[src/logic/ipvu_defs.vh]
// Constants of the interrupt poll and vector unit.
// What this block does
// - Sample pins and source flags at each opcode fetch; evaluate them on that instruction's last cycle.
// - No vectoring while an equal or higher level is in progress.
// - Vector only when polling on the final cycle of an instruction or of a vectoring call.
// - After a handler return or enable/level write, one more instruction runs first.
// - No vectoring while flash programming activity is in progress.
// - Polling is repeated on the last clock of every instruction.
// - Denied requests are not remembered; every poll starts afresh.
// - Acknowledge with a long call pushing the program counter, not the status word.
// - Each source loads its own fixed vector address, 0x0003 to 0x004b.
// - Handler return clears the current level's in-progress state and resumes.
// - A plain subroutine return leaves the in-progress state set.
// - Serial completion flags are never cleared by vectoring.
// - Vectoring clears an external flag only when it is edge triggered.
// - With edge select 0 a low pin level raises the external request.
// - With edge select 1 a high sample then a low sample sets the flag.
// - A higher request arriving early in a lower call is vectored before its first instruction.
// - Software-set counter overflow acts like hardware but needs its enable.
// - Counter 0 is served before counter 1 at the same level.
// - Higher levels preempt lower routines; never equal or lower ones.
// - Same-level ties resolve in fixed polling order, external 0 first.
// - The vectoring call lasts six clock cycles.
`ifndef IPVU_DEFS_VH
`define IPVU_DEFS_VH
`define IPVU_NSRC        10
`define IPVU_SRC_EXT0    0
`define IPVU_SRC_CNT0    1
`define IPVU_SRC_EXT1    2
`define IPVU_SRC_CNT1    3
`define IPVU_SRC_UART1   4
`define IPVU_SRC_CONV    5
`define IPVU_SRC_LVOLT   6
`define IPVU_SRC_CARRAY  7
`define IPVU_SRC_UART2   8
`define IPVU_SRC_SPERI   9
`define IPVU_VEC_BASE    16'h0003
`define IPVU_VEC_STEP    16'h0008
`define IPVU_CALL_NS     60
`define IPVU_CLK_NS      10
`define IPVU_CALL_CYC    ((`IPVU_CALL_NS + `IPVU_CLK_NS - 1) / `IPVU_CLK_NS)
`endif

[src/logic/ipvu_ext_input.v]
// External request pin conditioning: synchroniser and level or edge flag.
`timescale 1ns/1ps
module ipvu_ext_input (
  // Clock and reset
  input  wire clk,
  input  wire rst_b,
  input  wire clk_en,
  // Pin and control
  input  wire ext_request_pin,
  input  wire ext_edge_select,
  input  wire fetch_sample,
  input  wire vector_clear,
  // Result
  output wire ext_request_flag
);
  // ----------------------------------------
  // Three-stage synchroniser
  // ----------------------------------------
  reg  s1_q;
  reg  s2_q;
  reg  s3_q;
  reg  pin_q;
  reg  prev_q;
  reg  edge_flag_q;
  always @(posedge clk or negedge rst_b) begin
    if (!rst_b) begin
      s1_q        <= 1'b1;
      s2_q        <= 1'b1;
      s3_q        <= 1'b1;
      pin_q       <= 1'b1;
      prev_q      <= 1'b1;
      edge_flag_q <= 1'b0;
    end else if (clk_en) begin
      s1_q <= ext_request_pin;
      s2_q <= s1_q;
      s3_q <= s2_q;
      if (s2_q == s3_q) begin
        pin_q <= s3_q;
      end
      // Samples are compared only at fetch, so short glitches between fetches go unseen.
      if (fetch_sample) begin
        prev_q <= pin_q;
      end
      if (fetch_sample && prev_q && !pin_q && ext_edge_select) begin
        edge_flag_q <= 1'b1;
      end else if (vector_clear || !ext_edge_select) begin
        edge_flag_q <= 1'b0;
      end
    end
  end
  assign ext_request_flag = ext_edge_select ? edge_flag_q : ~pin_q;
endmodule // ipvu_ext_input

[src/logic/ipvu_core.v]
// Interrupt poll, priority resolution and vectoring sequencer.
`timescale 1ns/1ps
`include "ipvu_defs.vh"
module ipvu_core #(
  parameter NSRC     = `IPVU_NSRC,
  parameter CALL_CYC = `IPVU_CALL_CYC
) (
  // Clock and reset
  input  wire        clk,
  input  wire        rst_b,
  input  wire        clk_en,
  // Processor sequencer status
  input  wire        opcode_fetch,
  input  wire        last_cycle,
  input  wire        return_from_handler,
  input  wire        plain_subroutine_return,
  input  wire        enable_level_write,
  input  wire        flash_programming_activity,
  // External pins and trigger selects
  input  wire        ext_request_pin_0,
  input  wire        ext_request_pin_1,
  input  wire        ext0_edge_select,
  input  wire        ext1_edge_select,
  // Internal source flags
  input  wire        counter0_overflow_flag,
  input  wire        counter1_overflow_flag,
  input  wire        uart1_rx_done_flag,
  input  wire        uart1_tx_done_flag,
  input  wire        conv_done_flag,
  input  wire        low_voltage_flag,
  input  wire        counter_array_request,
  input  wire        uart2_rx_done_flag,
  input  wire        uart2_tx_done_flag,
  input  wire        serial_periph_done_flag,
  // Enables and levels
  input  wire        global_enable,
  input  wire [9:0]  source_enable,
  input  wire [9:0]  level_select_low_bits,
  input  wire [9:0]  level_select_high_bits,
  // Call request to the sequencer, external request flags and clears, in-progress levels
  output reg         long_call_q,
  output reg         call_start_q,
  output reg  [15:0] vector_addr_q,
  output reg  [3:0]  vector_source_q,
  output reg         push_pc_q,
  output wire        ext0_request_flag,
  output wire        ext1_request_flag,
  output wire        ext0_flag_clear,
  output wire        ext1_flag_clear,
  output wire [3:0]  in_progress
);
  // ----------------------------------------
  // States
  // ----------------------------------------
  localparam [1:0] ST_IDLE = 2'b01;
  localparam [1:0] ST_CALL = 2'b10;
  localparam [2:0] CALL_LAST = CALL_CYC[2:0] - 3'd1;

  reg  [1:0]      state_q;
  reg  [1:0]      state_d;
  reg  [2:0]      call_cnt_q;
  reg  [3:0]      prog_q;
  reg  [NSRC-1:0] sample_q;
  reg             fetch_seen_q;
  reg  [3:0]      win_src_d;
  reg  [1:0]      win_lvl_d;
  reg             win_any_d;
  reg  [1:0]      cur_lvl;
  reg             blocked;
  reg             clr0_q;
  reg             clr1_q;
  integer         i;

  wire [NSRC-1:0] raw_src;
  wire [NSRC-1:0] gated;
  wire            poll;
  wire            go;

  ipvu_ext_input u_ext0 (
    .clk              (clk),
    .rst_b            (rst_b),
    .clk_en           (clk_en),
    .ext_request_pin  (ext_request_pin_0),
    .ext_edge_select  (ext0_edge_select),
    .fetch_sample     (opcode_fetch),
    .vector_clear     (clr0_q),
    .ext_request_flag (ext0_request_flag)
  );
  ipvu_ext_input u_ext1 (
    .clk              (clk),
    .rst_b            (rst_b),
    .clk_en           (clk_en),
    .ext_request_pin  (ext_request_pin_1),
    .ext_edge_select  (ext1_edge_select),
    .fetch_sample     (opcode_fetch),
    .vector_clear     (clr1_q),
    .ext_request_flag (ext1_request_flag)
  );

  // ----------------------------------------
  // Source gathering in polling order
  // ----------------------------------------
  assign raw_src = {serial_periph_done_flag,
                    uart2_rx_done_flag | uart2_tx_done_flag,
                    counter_array_request,
                    low_voltage_flag,
                    conv_done_flag,
                    uart1_rx_done_flag | uart1_tx_done_flag,
                    counter1_overflow_flag,
                    ext1_request_flag,
                    counter0_overflow_flag,
                    ext0_request_flag};
  // Software-set counter flags are just inputs here, so they behave like hardware ones.
  assign gated = sample_q & source_enable & {NSRC{global_enable}};
  // A call's own last cycle is a poll point too, so a higher request sampled at call cycle 1 does not wait for a handler instruction.
  assign poll  = (state_q == ST_CALL) ? (call_cnt_q == CALL_LAST) : (last_cycle && fetch_seen_q);
  assign go    = poll && win_any_d && !blocked;
  assign in_progress = prog_q;
  assign ext0_flag_clear = clr0_q;
  assign ext1_flag_clear = clr1_q;

  // ----------------------------------------
  // Highest in-progress level and winner
  // ----------------------------------------
  always @* begin
    cur_lvl   = 2'd0;
    win_any_d = 1'b0;
    win_src_d = 4'd0;
    win_lvl_d = 2'd0;
    for (i = 0; i < 4; i = i + 1) begin
      if (prog_q[i]) begin
        cur_lvl = i[1:0];
      end
    end
    // Scan from last to first so the earliest source in polling order wins ties.
    for (i = NSRC - 1; i >= 0; i = i - 1) begin
      if (gated[i] && (!win_any_d ||
          {level_select_high_bits[i], level_select_low_bits[i]} >= win_lvl_d)) begin
        win_any_d = 1'b1;
        win_src_d = i[3:0];
        win_lvl_d = {level_select_high_bits[i], level_select_low_bits[i]};
      end
    end
    blocked = (|prog_q && (win_lvl_d <= cur_lvl))
              || (state_q == ST_IDLE && !last_cycle)
              || (last_cycle && (return_from_handler || enable_level_write))
              || flash_programming_activity;
  end

  always @* begin
    state_d = state_q;
    case (state_q)
      ST_IDLE: begin
        if (go) begin
          state_d = ST_CALL;
        end
      end
      ST_CALL: begin
        if (call_cnt_q == CALL_LAST && !go) begin
          state_d = ST_IDLE;
        end
      end
      default: begin
        state_d = ST_IDLE;
      end
    endcase
  end

  // ----------------------------------------
  // Sequencer
  // ----------------------------------------
  always @(posedge clk or negedge rst_b) begin
    if (!rst_b) begin
      state_q         <= ST_IDLE;
      call_cnt_q      <= 3'd0;
      prog_q          <= 4'h0;
      sample_q        <= {NSRC{1'b0}};
      fetch_seen_q    <= 1'b0;
      long_call_q     <= 1'b0;
      call_start_q    <= 1'b0;
      push_pc_q       <= 1'b0;
      vector_addr_q   <= 16'h0000;
      vector_source_q <= 4'h0;
      clr0_q          <= 1'b0;
      clr1_q          <= 1'b0;
    end else if (clk_en) begin
      state_q      <= state_d;
      call_start_q <= 1'b0;
      clr0_q       <= 1'b0;
      clr1_q       <= 1'b0;
      if (opcode_fetch) begin
        sample_q     <= raw_src;
        fetch_seen_q <= 1'b1;
      end
      if (state_q == ST_CALL && call_cnt_q == 3'd1) begin
        sample_q <= raw_src;
      end
      if (go) begin
        call_cnt_q      <= 3'd0;
        long_call_q     <= 1'b1;
        call_start_q    <= 1'b1;
        push_pc_q       <= 1'b1;
        vector_source_q <= win_src_d;
        vector_addr_q   <= `IPVU_VEC_BASE + {12'h000, win_src_d} * `IPVU_VEC_STEP;
        prog_q[win_lvl_d] <= 1'b1;
        // Serial flags are never cleared here; software owns them.
        clr0_q <= (win_src_d == `IPVU_SRC_EXT0) && ext0_edge_select;
        clr1_q <= (win_src_d == `IPVU_SRC_EXT1) && ext1_edge_select;
      end else if (state_q == ST_CALL) begin
        call_cnt_q <= call_cnt_q + 3'd1;
        push_pc_q  <= 1'b0;
        if (state_d == ST_IDLE) begin
          long_call_q <= 1'b0;
        end
      end
      // Only a handler return clears a level; a plain return leaves every level marked.
      if (return_from_handler && !plain_subroutine_return && last_cycle && state_q == ST_IDLE) begin
        prog_q[cur_lvl] <= 1'b0;
      end
    end
  end
endmodule // ipvu_core

[config.mk]
export PLATFORM = sky130hd
export DESIGN_NAME = ipvu_core
export DESIGN_NICKNAME = d
export VERILOG_FILES = /design/src/logic/ipvu_ext_input.v /design/src/logic/ipvu_core.v
export VERILOG_INCLUDE_DIRS = /design/src /design/src/logic
export SDC_FILE = /design/constraint.sdc
export NUM_CORES = 1
export LEC_CHECK = 0
export BUFFER_PORTS_ARGS = -buffer_cell sky130_fd_sc_hd__buf_4
export CAP_MARGIN = 20
export CORE_MARGIN = 8
export CORE_UTILIZATION = 33
export CTS_CLUSTER_SIZE = 24
export DETAILED_ROUTE_END_ITERATION = 8
export GPL_ROUTABILITY_DRIVEN = 0
export PLACE_DENSITY = 0.68
export RECOVER_POWER = 25
export SLEW_MARGIN = 25
export SYNTH_ARGS = -nofsm -noshare
export SYNTH_HDL_FRONTEND = slang
export SYNTH_SLANG_ARGS = --single-unit
[constraint.sdc]
create_clock -name clk -period 12.5 [get_ports clk]
set_input_delay 1.25 -clock clk [delete_from_list [all_inputs] [get_ports clk]]
set_output_delay 1.25 -clock clk [all_outputs]
set_load 0.05 [all_outputs]
Word level (Yosys, flattened, before mapping) --
Index checks and enable logic that the tools add are counted. Widths: inputs -> output; s select.
Storage, ports and cells: register bits 57, latch bits 0, RAM bits 0, memory bits (read-only) 0, bits of input ports 54, output and inout bits 31, word-level logic and storage cells 197, memories 0
Operators by class: add/subtract/negate cells 2, multiply operators 0, div/mod/pow operators 0, magnitude comparators 14, eq/ne operators 8, shift operators 0, muxes and demuxes 62, bitwise operators 9, reductions and logical operators 78
Operators with widths (count):
- $mux 4 | 13
- $logic_and 1x1->1 | 30
- $mux 1 | 28
- $mux 2 | 14
- $and 10x10->10 | 2
- $mux 10 | 2
- $ge 2x2->1 | 9
- $logic_not 1->1 | 17
- $reduce_and 2->1 | 8
- $logic_or 1x1->1 | 15
- $reduce_bool 2->1 | 5
- $add 2x7->8 const A | 1
- $lt 2x3->1 const B | 2
- $mux 3 | 2
- $and 4x4->4 | 1
- $demux 1 s2 | 2
- $eq 2x1->1 const B | 2
- $eq 4x2->1 const B | 1
- $ge 2x1->1 const B | 2
- $logic_not 4->1 | 1
- $not 4->4 | 1
- $or 4x4->4 | 1
- $pmux 2 s2 | 1
- $reduce_or 4->1 | 1
- 9 further kinds | 12

Longest topological paths before layout --
Gate-level depths: netlist of the first run.
depth in word-level cells 54, gate-level depth with buffers 72, gate-level depth less buffers 70

Hierarchy --
A second synthesis of the first run with hierarchy kept.
Second synthesis, totals: cells, all modules 351, area, all modules 3210.6 µm²
By module, submodules not included:
- ipvu_core | times used 1, cells each 307, area an instance 2667.6 µm², sequential area each 752.0 µm²
- ipvu_ext_input | times used 2, cells each 22, area an instance 271.5 µm², sequential area each 156.4 µm²

Worst setup path before layout of the first run --
No wires, ideal clock.
path type input -> register, from in global_enable, to reg prog_q[3] (netlist: in_progress[3]), library setup time 0.076 ns, data arrival time 13.401 ns, required time 12.424 ns, setup slack -0.978 ns, stages on the path 68, path buffers 3, cell sequence clkbuf_1 > nand4_1 > ha_1 > nor2_1 > o311a_1 > a22oi_1 > nor2_1 > ha_1 > nand2b_1 > a221oi_1 > or2_1 > nor2_1 > a211oi_1 > ha_1 > nand2b_1 > a211oi_1 > o21ai_1 > a211oi_1 > [... 32 more ...] > inv_2 > ha_1 > nand2b_1 > a21oi_1 > nand2_1 > and4_1 > clkbuf_1 > nand2_1 > o21ai_0 > ha_1 > nor2b_1 > o21ai_0 > o41ai_1 > nand4b_1 > nor2_1 > nand2_1 > or3_1 > o21ai_1
Between the ends: cells in the longest elaborated chain, start to end 49, elaborated cells on any way between the ends 75, classes of those cells order compare (12); mux (25); bitwise (3); reduce/logical (35)
Ends and longest elaborated chain:
- start, declared | RTL line ipvu_core.v:36 | input wire global_enable,
- $and 10x10->10 (*) | RTL line ipvu_core.v:114 | assign gated = sample_q & source_enable & {NSRC{global_enable}};
- parallel branches: the longest is 44 deep, another holds $ge 2x2->1
- $mux 4 (*) | RTL line ipvu_core.v:198 | if (go) begin
- $mux 4 (*) | RTL line ipvu_core.v:186 | end else if (clk_en) begin
- $and 4x4->4 (no line)
- $mux 4 (*) | RTL line ipvu_core.v:217 | if (return_from_handler && !plain_subroutine_return && last_cycle && state_q == ST_IDLE) begin
- end signal, assigned | RTL line ipvu_core.v:176 | prog_q <= 4'h0;
- end signal, assigned by index | RTL line ipvu_core.v:205 | prog_q[win_lvl_d] <= 1'b1;
- end signal, assigned by index | RTL line ipvu_core.v:218 | prog_q[cur_lvl] <= 1'b0;
- end, declared | RTL line ipvu_core.v:62 | reg [3:0] prog_q;
Every way passes the cells marked *. The select of a mux whose other input is x is not followed. A chain may end at the register's enable or synchronous reset.

Worst setup path in the final report of the first run --
from in level_select_low_bits[9], to reg long_call_q
Between the ends: cells in the longest elaborated chain, start to end 51, elaborated cells on any way between the ends 72, classes of those cells order compare (10); eq/ne (1); mux (23); reduce/logical (38)
Ends and longest elaborated chain:
- start, declared | RTL line ipvu_core.v:38 | input wire [9:0] level_select_low_bits,
- $mux 2 (*) | RTL line ipvu_core.v:137 | if (gated[i] && (!win_any_d ||
- $ge 2x2->1 | RTL line ipvu_core.v:138 | {level_select_high_bits[i], level_select_low_bits[i]} >= win_lvl_d)) begin
- $logic_or 1x1->1 | RTL line ipvu_core.v:137
- $logic_and 1x1->1 | RTL line ipvu_core.v:137
- $mux 2 / $mux 1 (equally long branches) | RTL line ipvu_core.v:137
- $ge 2x2->1 / $logic_not 1->1 (equally long branches) | RTL line ipvu_core.v:138, ipvu_core.v:137
- $logic_or 1x1->1 | RTL line ipvu_core.v:137
- $logic_and 1x1->1 | RTL line ipvu_core.v:137
- [... 35 more ...]
- $logic_and 1x1->1 (*) | RTL line ipvu_core.v:117 | assign go = poll && win_any_d && !blocked;
- $logic_not 1->1 | RTL line ipvu_core.v:159 | if (call_cnt_q == CALL_LAST && !go) begin
- $logic_and 1x1->1 | RTL line ipvu_core.v:159
- $mux 2 | RTL line ipvu_core.v:159
- $pmux 2 s2 | RTL line ipvu_core.v:152 | case (state_q)
- $eq 2x1->1 | RTL line ipvu_core.v:212 | if (state_d == ST_IDLE) begin
- $reduce_bool 2->1 (no line)
- $reduce_and 3->1 (no line)
- end signal, assigned | RTL line ipvu_core.v:179 | long_call_q <= 1'b0;
- end signal, assigned | RTL line ipvu_core.v:200 | long_call_q <= 1'b1;
- end signal, assigned | RTL line ipvu_core.v:213 | long_call_q <= 1'b0;
- end, declared | RTL line ipvu_core.v:41 | output reg long_call_q,
Mark *: on every way between the ends. The rest lies on a longest branch, timed or not.

==> results of run 1 <==
-- per-stage QoR --
stage,worst slack (ns),util
floorplan,-0.152,-
global placement,-0.256,0.464
detailed placement,-0.539,0.464
CTS,0.0122,0.491
global route,-0.788,0.536
finish,-0.157,0.536
-- routing by layer --
| layer | share of wire | GRT usage | wire, um |
|---|---|---|---|
| met1 | 0.42 | 0.183 | 4340 |
| met2 | 0.52 | 0.263 | 5420 |
| met3 | 0.041 | 0.0272 | 430 |
| met4 | 0.019 | 0.0435 | 200 |
| met5 | 0 | 0 | 0 |
-- layout make-up --
cell class              instances  area, um^2  share of cell area
repair buffers                153        1200               0.243
multi-input cells             282        2310               0.469
inverters                      21        83.8              0.0170
well taps                     111         139              0.0282
flip-flops and latches         42        1060               0.216
clock inverters                 3        63.8              0.0129
clock buffers                   5        68.8              0.0140
-- where the power goes --
| part | switching (uW) | internal (uW) | total [uW] |
|---|---|---|---|
| Combinational | 182 | 149 | 331 |
| Clock | 48.4 | 79.1 | 128 |
| Sequential | 29.1 | 172 | 201 |
-- registers in the layout, summed over array words and instances (netlist names), 2 cells and up --
name             flops
call_cnt_q           3
sample_q            10
vector_source_q      4
in_progress          4
state_q              2
-- worst register-to-register path, delay by kind of cell (launching register included) --
family / cells / cell delay (ns)
DFF: 1 / 0.48
buffers and inverters: 4 / 0.57
muxes: 1 / 0.30
AOI/OAI and AO/OA: 28 / 4.66
adders and majority gates: 10 / 2.56
and+or+nand+nor: 22 / 3.47
-- layout by cell type, fill, tap and decap left out, types with 7 or more instances in the layout --
cell | netlist | final
buf_4 | 15 | 140
nand2b_4 | 0 | 9
nand2_1 | 41 | 35
o21ai_1 | 3 | 9
nand4_1 | 7 | 7
ha_1 | 22 | 19
a21oi_1 | 13 | 8
dfrtp_1 | 31 | 31
conb_1 | 1 | 10
dfstp_2 | 11 | 11
nor2_1 | 26 | 23
mux2_2 | 16 | 15
buf_6 | 0 | 10
nand3_1 | 10 | 8
inv_1 | 19 | 17
a21o_1 | 9 | 9
o21ai_0 | 30 | 18
-- cell families after synthesis --
group                      synth area share
and+or+nand+nor                       0.212
buffers and inverters                0.0706
muxes                                0.0614
AOI/OAI and AO/OA                     0.222
adders and majority gates            0.0888
other                               0.00121
DFF                                   0.344
-- what timing repair did --
item / 4_1_cts / 5_1_grt
pin swaps: 10 / 26
resized for setup: 7 / 67
endpoints found under the setup margin: 11 / 19
buffers inserted: 12 / 17
-- worst paths after layout --
check | startpoint | to | cells after the start | slack, ns
setup / recovery | level_select_low_bits[9] | long_call_q | 66 | -0.16
hold / removal | fetch_seen_q | fetch_seen_q | 1 | 0.48
setup reg to reg | sample_q[9] | long_call_q | 65 | 0.38
hold reg to reg | fetch_seen_q | fetch_seen_q | 1 | 0.48
max in group asynchronous | rst_b | u_ext1.edge_flag_q | 1 | 9.61
min in group asynchronous | rst_b | in_progress[2] | 1 | 1.61
==> results.sh, run 1 <==
export IMPL_outcome="finished, violations left"
export IMPL_violations="capacitance limit, slew limit, setup timing"
export IMPL_firstDrtPassIters=4
export IMPL_fin_skew_ns=0.00714
export IMPL_fmax_ghz=0.0790
export IMPL_powerDensity_nw_per_um2=134
export IMPL_coreArea_um2=9200
export IMPL_syn_area_um2=3100
export IMPL_p_leak_uw=0.00233
export IMPL_cts_htree_levels=2
export IMPL_clk_latency_ns=0.30
export IMPL_cts_root_buf="clkbuf_8"
export IMPL_cts_sinks=42
export IMPL_via_count=3309
export IMPL_cp_start_kind="input port"
export IMPL_clk_pin_slew_worst_paths_ns=0.08
export IMPL_layout_setup_ws_ns=-0.157
export IMPL_grt_antenna_before_repair=0
export IMPL_crit_fanout=4
export IMPL_synth_area_leaders="dfrtp_1 (25%), dfstp_2 (9.3%), ha_1 (8.9%)"
export IMPL_finalSetupTns_ns=-0.388
export IMPL_syn_to_final_growth_pct=59.0
export IMPL_grt_first_pass_wirelength_um=15800
export IMPL_drtAntennaViolNets=0
export IMPL_rsz0062_at_grt="yes"
export IMPL_place_hpwl_um=7500
export IMPL_async_reset_ff_frac=1.00
export IMPL_slew_violations=43
export IMPL_yosysMostFrequentCell="nand2_1"
export IMPL_fill_cells=820
export IMPL_die_height_um=113
export IMPL_synth_cell_types=63
export IMPL_syn_area_per_cell_um2=8.66
export IMPL_setup_viol=5
export IMPL_worst_path_buf_inv=6
export IMPL_drt_iter0_markers=198
export IMPL_synth_seq_area_share=0.344
export IMPL_dpl_cell_count=582
export IMPL_worstSetupEndpointType="register"
export IMPL_cts_path_max_buffers=2
export IMPL_synth_top_area_frac=0.250
export IMPL_initial_core_util=0.337
export IMPL_criticalPathCategory="in2reg"
export IMPL_post_drt_wl_per_cell_um=16.8
export IMPL_cpLargestDelayFamily="compound AO/OA/AOI/OAI gates"
export IMPL_crit_top_cell="nand2b_4"
export IMPL_hold_ws_ns=0.483
export IMPL_ir_worst_vdd_v=0.0000959
export IMPL_place_area_um2=4260
export IMPL_power_uw=660
export IMPL_drc=0
export IMPL_grt_overflow_total=0
export IMPL_max_cap_violations=1
export IMPL_synth_edff_count=0
export IMPL_cp_required_ns=12.74
export IMPL_diodes=0
export IMPL_synth_seq_cells=42
export IMPL_die_area_um2=12700
export IMPL_cts_tree="yes"
export IMPL_postSynthCellCount=358
export IMPL_holdBufCountCts=0
export IMPL_hold_viol=0
export IMPL_grt_pass1_vias=3199
export IMPL_yosys_area_top_type="dfrtp_1"
export IMPL_numCtsBuffers=5
export IMPL_slowest_delay_ns=0.44
export IMPL_synth_ff_type="dfrtp_1"
export IMPL_cp_data_arrival_time_ns=12.89
export IMPL_num_rows=35
export IMPL_viasPerCell=5.36
export IMPL_stdcell_area_um2=4930
export IMPL_routed_wl_um=10400
export IMPL_synthTopCellsByCount="nand2_1 (41), dfrtp_1 (31), o21ai_0 (30)"
export IMPL_layout_nets=581
export IMPL_worstMarginPinSlew_ns=2.24
export IMPL_maxSlewHeadroom=-0.495
export IMPL_die_w_um=113
export IMPL_cp_slowest_cell="or4_4"
export IMPL_fin_crit_ns=12.66
export IMPL_grt_max_degree=43
export IMPL_portBuffers=74
export IMPL_yosysWarnings=0
export IMPL_drive_gt1_frac=0.508
export IMPL_period_share=1.01
export IMPL_ios=85
export IMPL_hp_class="reg2reg"
export IMPL_grt_usage=0.150
export IMPL_instances_no_fill=617
Note: power is estimated with default switching activity, not from simulation.
==> run 2, diff against run 1 <==
- BUFFER_PORTS_ARGS: -buffer_cell sky130_fd_sc_hd__buf_4 -> -buffer_cell sky130_fd_sc_hd__buf_2
==> results.sh, run 2 (synthesis gave the netlist of run 1 again) <==
export IMPL_numCtsBuffers=5
export IMPL_grt_usage=0.144
export IMPL_instances_no_fill=599
export IMPL_final_common_cell="buf_2"
export IMPL_seq_power_share=0.329
export IMPL_die_w_um=113
export IMPL_layout_setup_ws_ns=0.0511
export IMPL_syn_to_final_growth_pct=45.6
export IMPL_place_area_um2=4030
export IMPL_pwr_share_clk=0.179
export IMPL_cts_sinks=42
export IMPL_p_int_uw=355
export IMPL_dp_slack_ns=-0.516
export IMPL_diodes=0
export IMPL_grt_busiest_layer="met2"
export IMPL_top_register="sample_q"
export IMPL_place_hpwl_um=7370
export IMPL_crit_start="level_select_high_bits[9]"
export IMPL_viasPerCell=5.34
export IMPL_grt_antenna_before_repair=0
export IMPL_cts_htree_levels=2
export IMPL_switching_share=0.413
export IMPL_ios=85
export IMPL_drtAntennaViolNets=0
export IMPL_grt_first_pass_wirelength_um=15200
export IMPL_hp_class="reg2reg"
export IMPL_hold_ws_ns=0.475
export IMPL_drive_gt1_frac=0.480
export IMPL_combPwrFrac=0.492
export IMPL_worstSetupEndpointType="register"
export IMPL_portBuffers=74
export IMPL_hold_viol=0
export IMPL_via_count=3198
export IMPL_largest_register_ffs=10
export IMPL_cts_path_max_buffers=2
export IMPL_stdcell_area_um2=4510
export IMPL_crit_top_cell="ha_1"
export IMPL_post_drt_wl_per_cell_um=15.8
export IMPL_ir_worst_vdd_v=0.0000858
export IMPL_clk_pin_slew_worst_paths_ns=0.09
export IMPL_power_uw=605
export IMPL_rsz0062_at_grt="yes"
export IMPL_p_switching_uw=250
export IMPL_drt_iter0_markers=115
export IMPL_clk_latency_ns=0.29
export IMPL_drc=0
export IMPL_cp_data_arrival_time_ns=12.68
export IMPL_die_height_um=113
export IMPL_min_delay_start="fetch_seen_q"
export IMPL_cp_required_ns=12.73
export IMPL_final_cell_mix="buf_2 (70), buf_4 (58), nand2_1 (37)"
export IMPL_fin_crit_ns=12.45
export IMPL_cts_root_buf="clkbuf_8"
export IMPL_setup_viol=0
export IMPL_num_rows=35
export IMPL_powerDensity_nw_per_um2=134
export IMPL_met3_usage=0.0245
export IMPL_holdBufCountCts=0
export IMPL_maxSlewHeadroom=-0.516
export IMPL_max_cap_violations=1
export IMPL_fmax_ghz=0.0803
export IMPL_grt_use_met1=0.171
export IMPL_grt_pass1_vias=3234
export IMPL_p_leak_uw=0.00215
export IMPL_coreArea_um2=9200
export IMPL_slew_violations=43
export IMPL_fin_skew_ns=0.00710
export IMPL_slowest_delay_ns=0.46
export IMPL_worstMarginPinSlew_ns=2.27
export IMPL_routed_wl_um=9480
export IMPL_die_area_um2=12700
export IMPL_grt_overflow_total=0
export IMPL_period_share=0.996
export IMPL_violations="capacitance limit, slew limit"
export IMPL_outcome="finished, violations left"
export IMPL_initial_core_util=0.337
export IMPL_grt_util_met2=0.260
export IMPL_cts_tree="yes"
export IMPL_dpl_cell_count=576
export IMPL_cp_start_kind="input port"
export IMPL_criticalPathCategory="in2reg"
export IMPL_r2r_start="sample_q[9]"
export IMPL_grt_max_degree=43
export IMPL_cp_slowest_cell="or4_4"
export IMPL_layout_nets=563
export IMPL_firstDrtPassIters=6
export IMPL_crit_fanout=4
run 2: cell count changes in the layout (fill, tap and decap cells not counted), moves of 2 or more:
| cell | change |
|---|---|
| o21ai_0 | +2 |
| nand3_1 | +2 |
| o21ai_1 | -2 |
| clkinvlp_4 | +2 |
| buf_2 | +70 |
| buf_4 | -82 |
| nand2_4 | -2 |
| nand2_1 | +2 |
| buf_6 | -6 |
run 2: repair_timing:
item,4_1_cts,5_1_grt
pin swaps,16,25
setup buffers,8,7
setup endpoints to repair,10,19
gates resized for setup,7,47
run 2: area by class of cell:
class / count / area, um^2
well taps: 111 / 139
multi-input cells: 282 / 2250
fillers: 889 / 4680
repair buffers: 135 / 865
flip-flops and latches: 42 / 1060
inverters: 21 / 83.8
clock inverters: 3 / 45.0
clock buffers: 5 / 68.8
run 2: worst max-delay path: cells and delay by family:
family | cells | cell delay [ns]
AND/OR/NAND/NOR | 26 | 4.00
AO/OA/AOI/OAI | 26 | 4.22
buffers and inverters | 4 | 0.50
adder cells (fa/ha/maj) | 10 | 2.68
run 2: per-layer routing:
layer | wire length, um | up-vias
li1 | - | 1549
met5 | 0 | -
met4 | 206 | 0
met1 | 3910 | 1512
met2 | 4890 | 115
met3 | 469 | 22
run 2: worst paths after layout:
path | slack, ns | cells after the start | endpoint
worst max-delay path | 0.05 | 66 | in_progress[3]
worst min-delay path | 0.48 | 1 | fetch_seen_q
worst max register to register | 0.64 | 67 | in_progress[3]
worst min register to register | 0.48 | 1 | fetch_seen_q
max in group asynchronous | 9.58 | 1 | u_ext0.edge_flag_q
min in group asynchronous | 1.63 | 1 | push_pc_q
run 2: through the flow:
step           setup TNS (ns)   util
2_1_floorplan          -0.392      -
3_3_place_gp            -2.66  0.439
3_5_place_dp            -5.63  0.439
4_1_cts                     0  0.461
5_1_grt                 -6.98  0.491
6_report                    0  0.491
run 2: power by group through the flow:
stage | registers, uW | logic [uW] | clock network, uW
final | 199 | 298 | 108
after global routing | 204 | 323 | 117
after detailed placement | 201 | 265 | 0
after floorplan | 226 | 163 | 0
after CTS | 199 | 272 | 112
after global placement | 199 | 259 | 0
==> run 3, diff against run 2 <==
- REMOVE_ABC_BUFFERS: not set -> 1
==> results.sh, run 3 (synthesis gave the netlist of run 1 again) <==
export IMPL_drc=0
export IMPL_clk_latency_ns=0.30
export IMPL_viasPerCell=5.26
export IMPL_num_rows=35
export IMPL_grt_max_degree=43
export IMPL_criticalPathCategory="in2reg"
export IMPL_grt_usage=0.154
export IMPL_cp_start_kind="input port"
export IMPL_p_switching_uw=263
export IMPL_diodes=0
export IMPL_powerDensity_nw_per_um2=131
export IMPL_firstDrtPassIters=4
export IMPL_hold_viol=0
export IMPL_largest_register_ffs=10
export IMPL_setup_viol=5
export IMPL_cp_required_ns=12.68
export IMPL_cts_tree="yes"
export IMPL_fin_skew_ns=0.00868
export IMPL_final_common_cell="buf_4"
export IMPL_post_drt_wl_per_cell_um=16.2
export IMPL_outcome="finished, violations left"
export IMPL_cts_root_buf="clkbuf_8"
export IMPL_worstSetupEndpointType="register"
export IMPL_place_hpwl_um=7110
export IMPL_max_cap_violations=1
export IMPL_rsz0062_at_grt="yes"
export IMPL_cp_data_arrival_time_ns=12.83
export IMPL_grt_antenna_before_repair=0
export IMPL_timing_critical_path_to="long_call_q"
export IMPL_p_int_uw=390
export IMPL_grt_overflow_total=0
export IMPL_p_leak_uw=0.00243
export IMPL_worstMarginPinSlew_ns=2.26
export IMPL_die_w_um=113
export IMPL_holdBufCountCts=0
export IMPL_initial_core_util=0.337
export IMPL_reg2reg_depth=68
export IMPL_pwr_share_clk=0.163
export IMPL_fmax_ghz=0.0790
export IMPL_layout_setup_ws_ns=-0.153
export IMPL_portBuffers=74
export IMPL_period_share=1.01
export IMPL_hp_class="reg2reg"
export IMPL_crit_start="level_select_low_bits[9]"
export IMPL_die_area_um2=12700
export IMPL_regToRegEndpoint="long_call_q"
export IMPL_coreArea_um2=9200
export IMPL_place_area_um2=3890
export IMPL_final_cell_mix="buf_4 (101), buf_2 (70), nand2_1 (35)"
export IMPL_crit_top_cell="ha_1"
export IMPL_numCtsBuffers=5
export IMPL_clk_pin_slew_worst_paths_ns=0.07
export IMPL_syn_to_final_growth_pct=61.2
export IMPL_maxSlewHeadroom=-0.508
export IMPL_slew_violations=43
export IMPL_ir_worst_vdd_v=0.0000758
export IMPL_drive_gt1_frac=0.541
export IMPL_via_count=3425
export IMPL_instances_no_fill=651
export IMPL_cts_sinks=42
export IMPL_die_height_um=113
export IMPL_seq_power_share=0.305
export IMPL_slowest_delay_ns=0.52
export IMPL_violations="capacitance limit, slew limit, setup timing"
export IMPL_grt_pass1_vias=3522
export IMPL_ios=85
export IMPL_cts_path_max_buffers=2
export IMPL_layout_nets=615
export IMPL_hold_ws_ns=0.473
export IMPL_cts_htree_levels=2
export IMPL_crit_fanout=5
export IMPL_stdcell_area_um2=5000
export IMPL_cp_slowest_cell="or4_4"
export IMPL_top_register="sample_q"
export IMPL_drtAntennaViolNets=0
export IMPL_combPwrFrac=0.532
export IMPL_fin_crit_ns=12.65
export IMPL_r2r_start="sample_q[9]"
export IMPL_reg2reg_slack_ns=0.43
export IMPL_routed_wl_um=10600
export IMPL_switching_share=0.403
export IMPL_grt_first_pass_wirelength_um=16200
export IMPL_drt_iter0_markers=177
export IMPL_dpl_cell_count=582
==> run 3: cell types whose count changed in the layout (fill, tap and decap cells not counted), moves of 3 or more <==
cell / before / now
buf_4: 58 / 101
buf_6: 4 / 11
ha_4: 2 / 5
ha_1: 20 / 17
==> run 3: layout make-up <==
cell class | instances | area, um^2
fillers | 793 | 4200
flip-flops and latches | 42 | 1060
repair buffers | 187 | 1290
clock inverters | 2 | 37.5
inverters | 21 | 81.3
well taps | 111 | 139
clock buffers | 6 | 72.6
multi-input cells | 282 | 2320
==> run 3: power by group through the flow <==
stage,combinational [uW],sequential (uW),clock (uW)
3_3_place_gp,241,197,0
6_report,348,199,107
2_1_floorplan,120,239,0
4_1_cts,317,197,110
5_1_grt,374,204,115
3_5_place_dp,246,199,0
==> run 3: worst max-delay path, delay by kind of cell <==
kind | cells | cell delay [ns]
simple gates | 28 | 4.21
compound gates | 24 | 3.98
fa+ha+maj | 10 | 2.59
buf+inv | 7 | 0.75
==> run 3: timing repair <==
action | in CTS | in global routing
buffers inserted | 51 | 10
pin swaps | 49 | 53
resized for setup | 57 | 52
setup endpoints to repair | 19 | 19
==> run 3: worst min-delay path by stage <==
| stage | slack [ns] | to | start | cells past startpoint |
|---|---|---|---|---|
| after global placement | 0.45 | fetch_seen_q | fetch_seen_q | 1 |
| after global routing | 0.50 | fetch_seen_q | fetch_seen_q | 1 |
| final | 0.47 | fetch_seen_q | fetch_seen_q | 1 |
| after floorplan | 0.43 | fetch_seen_q | fetch_seen_q | 1 |
| after CTS | 0.48 | fetch_seen_q | fetch_seen_q | 1 |
| after detailed placement | 0.45 | fetch_seen_q | fetch_seen_q | 1 |
==> run 3: per-layer routing <==
| metal | vias up | part of all wire | GRT usage |
|---|---|---|---|
| li1 | 1647 | - | - |
| met1 | 1667 | 0.40 | 0.168 |
| met2 | 93 | 0.53 | 0.287 |
| met3 | 18 | 0.058 | 0.0335 |
| met4 | 0 | 0.016 | 0.0497 |
| met5 | - | 0 | 0 |
==> run 3: metrics by stage <==
step	setup TNS, ns	util	worst slack (ns)	total power (uW)
finish	-0.475	0.543	-0.153	654
global route	-9.37	0.543	-0.720	693
CTS	-0.409	0.509	-0.0937	624
detailed placement	-20.75	0.423	-1.24	445
global placement	-15.38	0.423	-0.947	438
floorplan	-10.81	-	-0.842	360
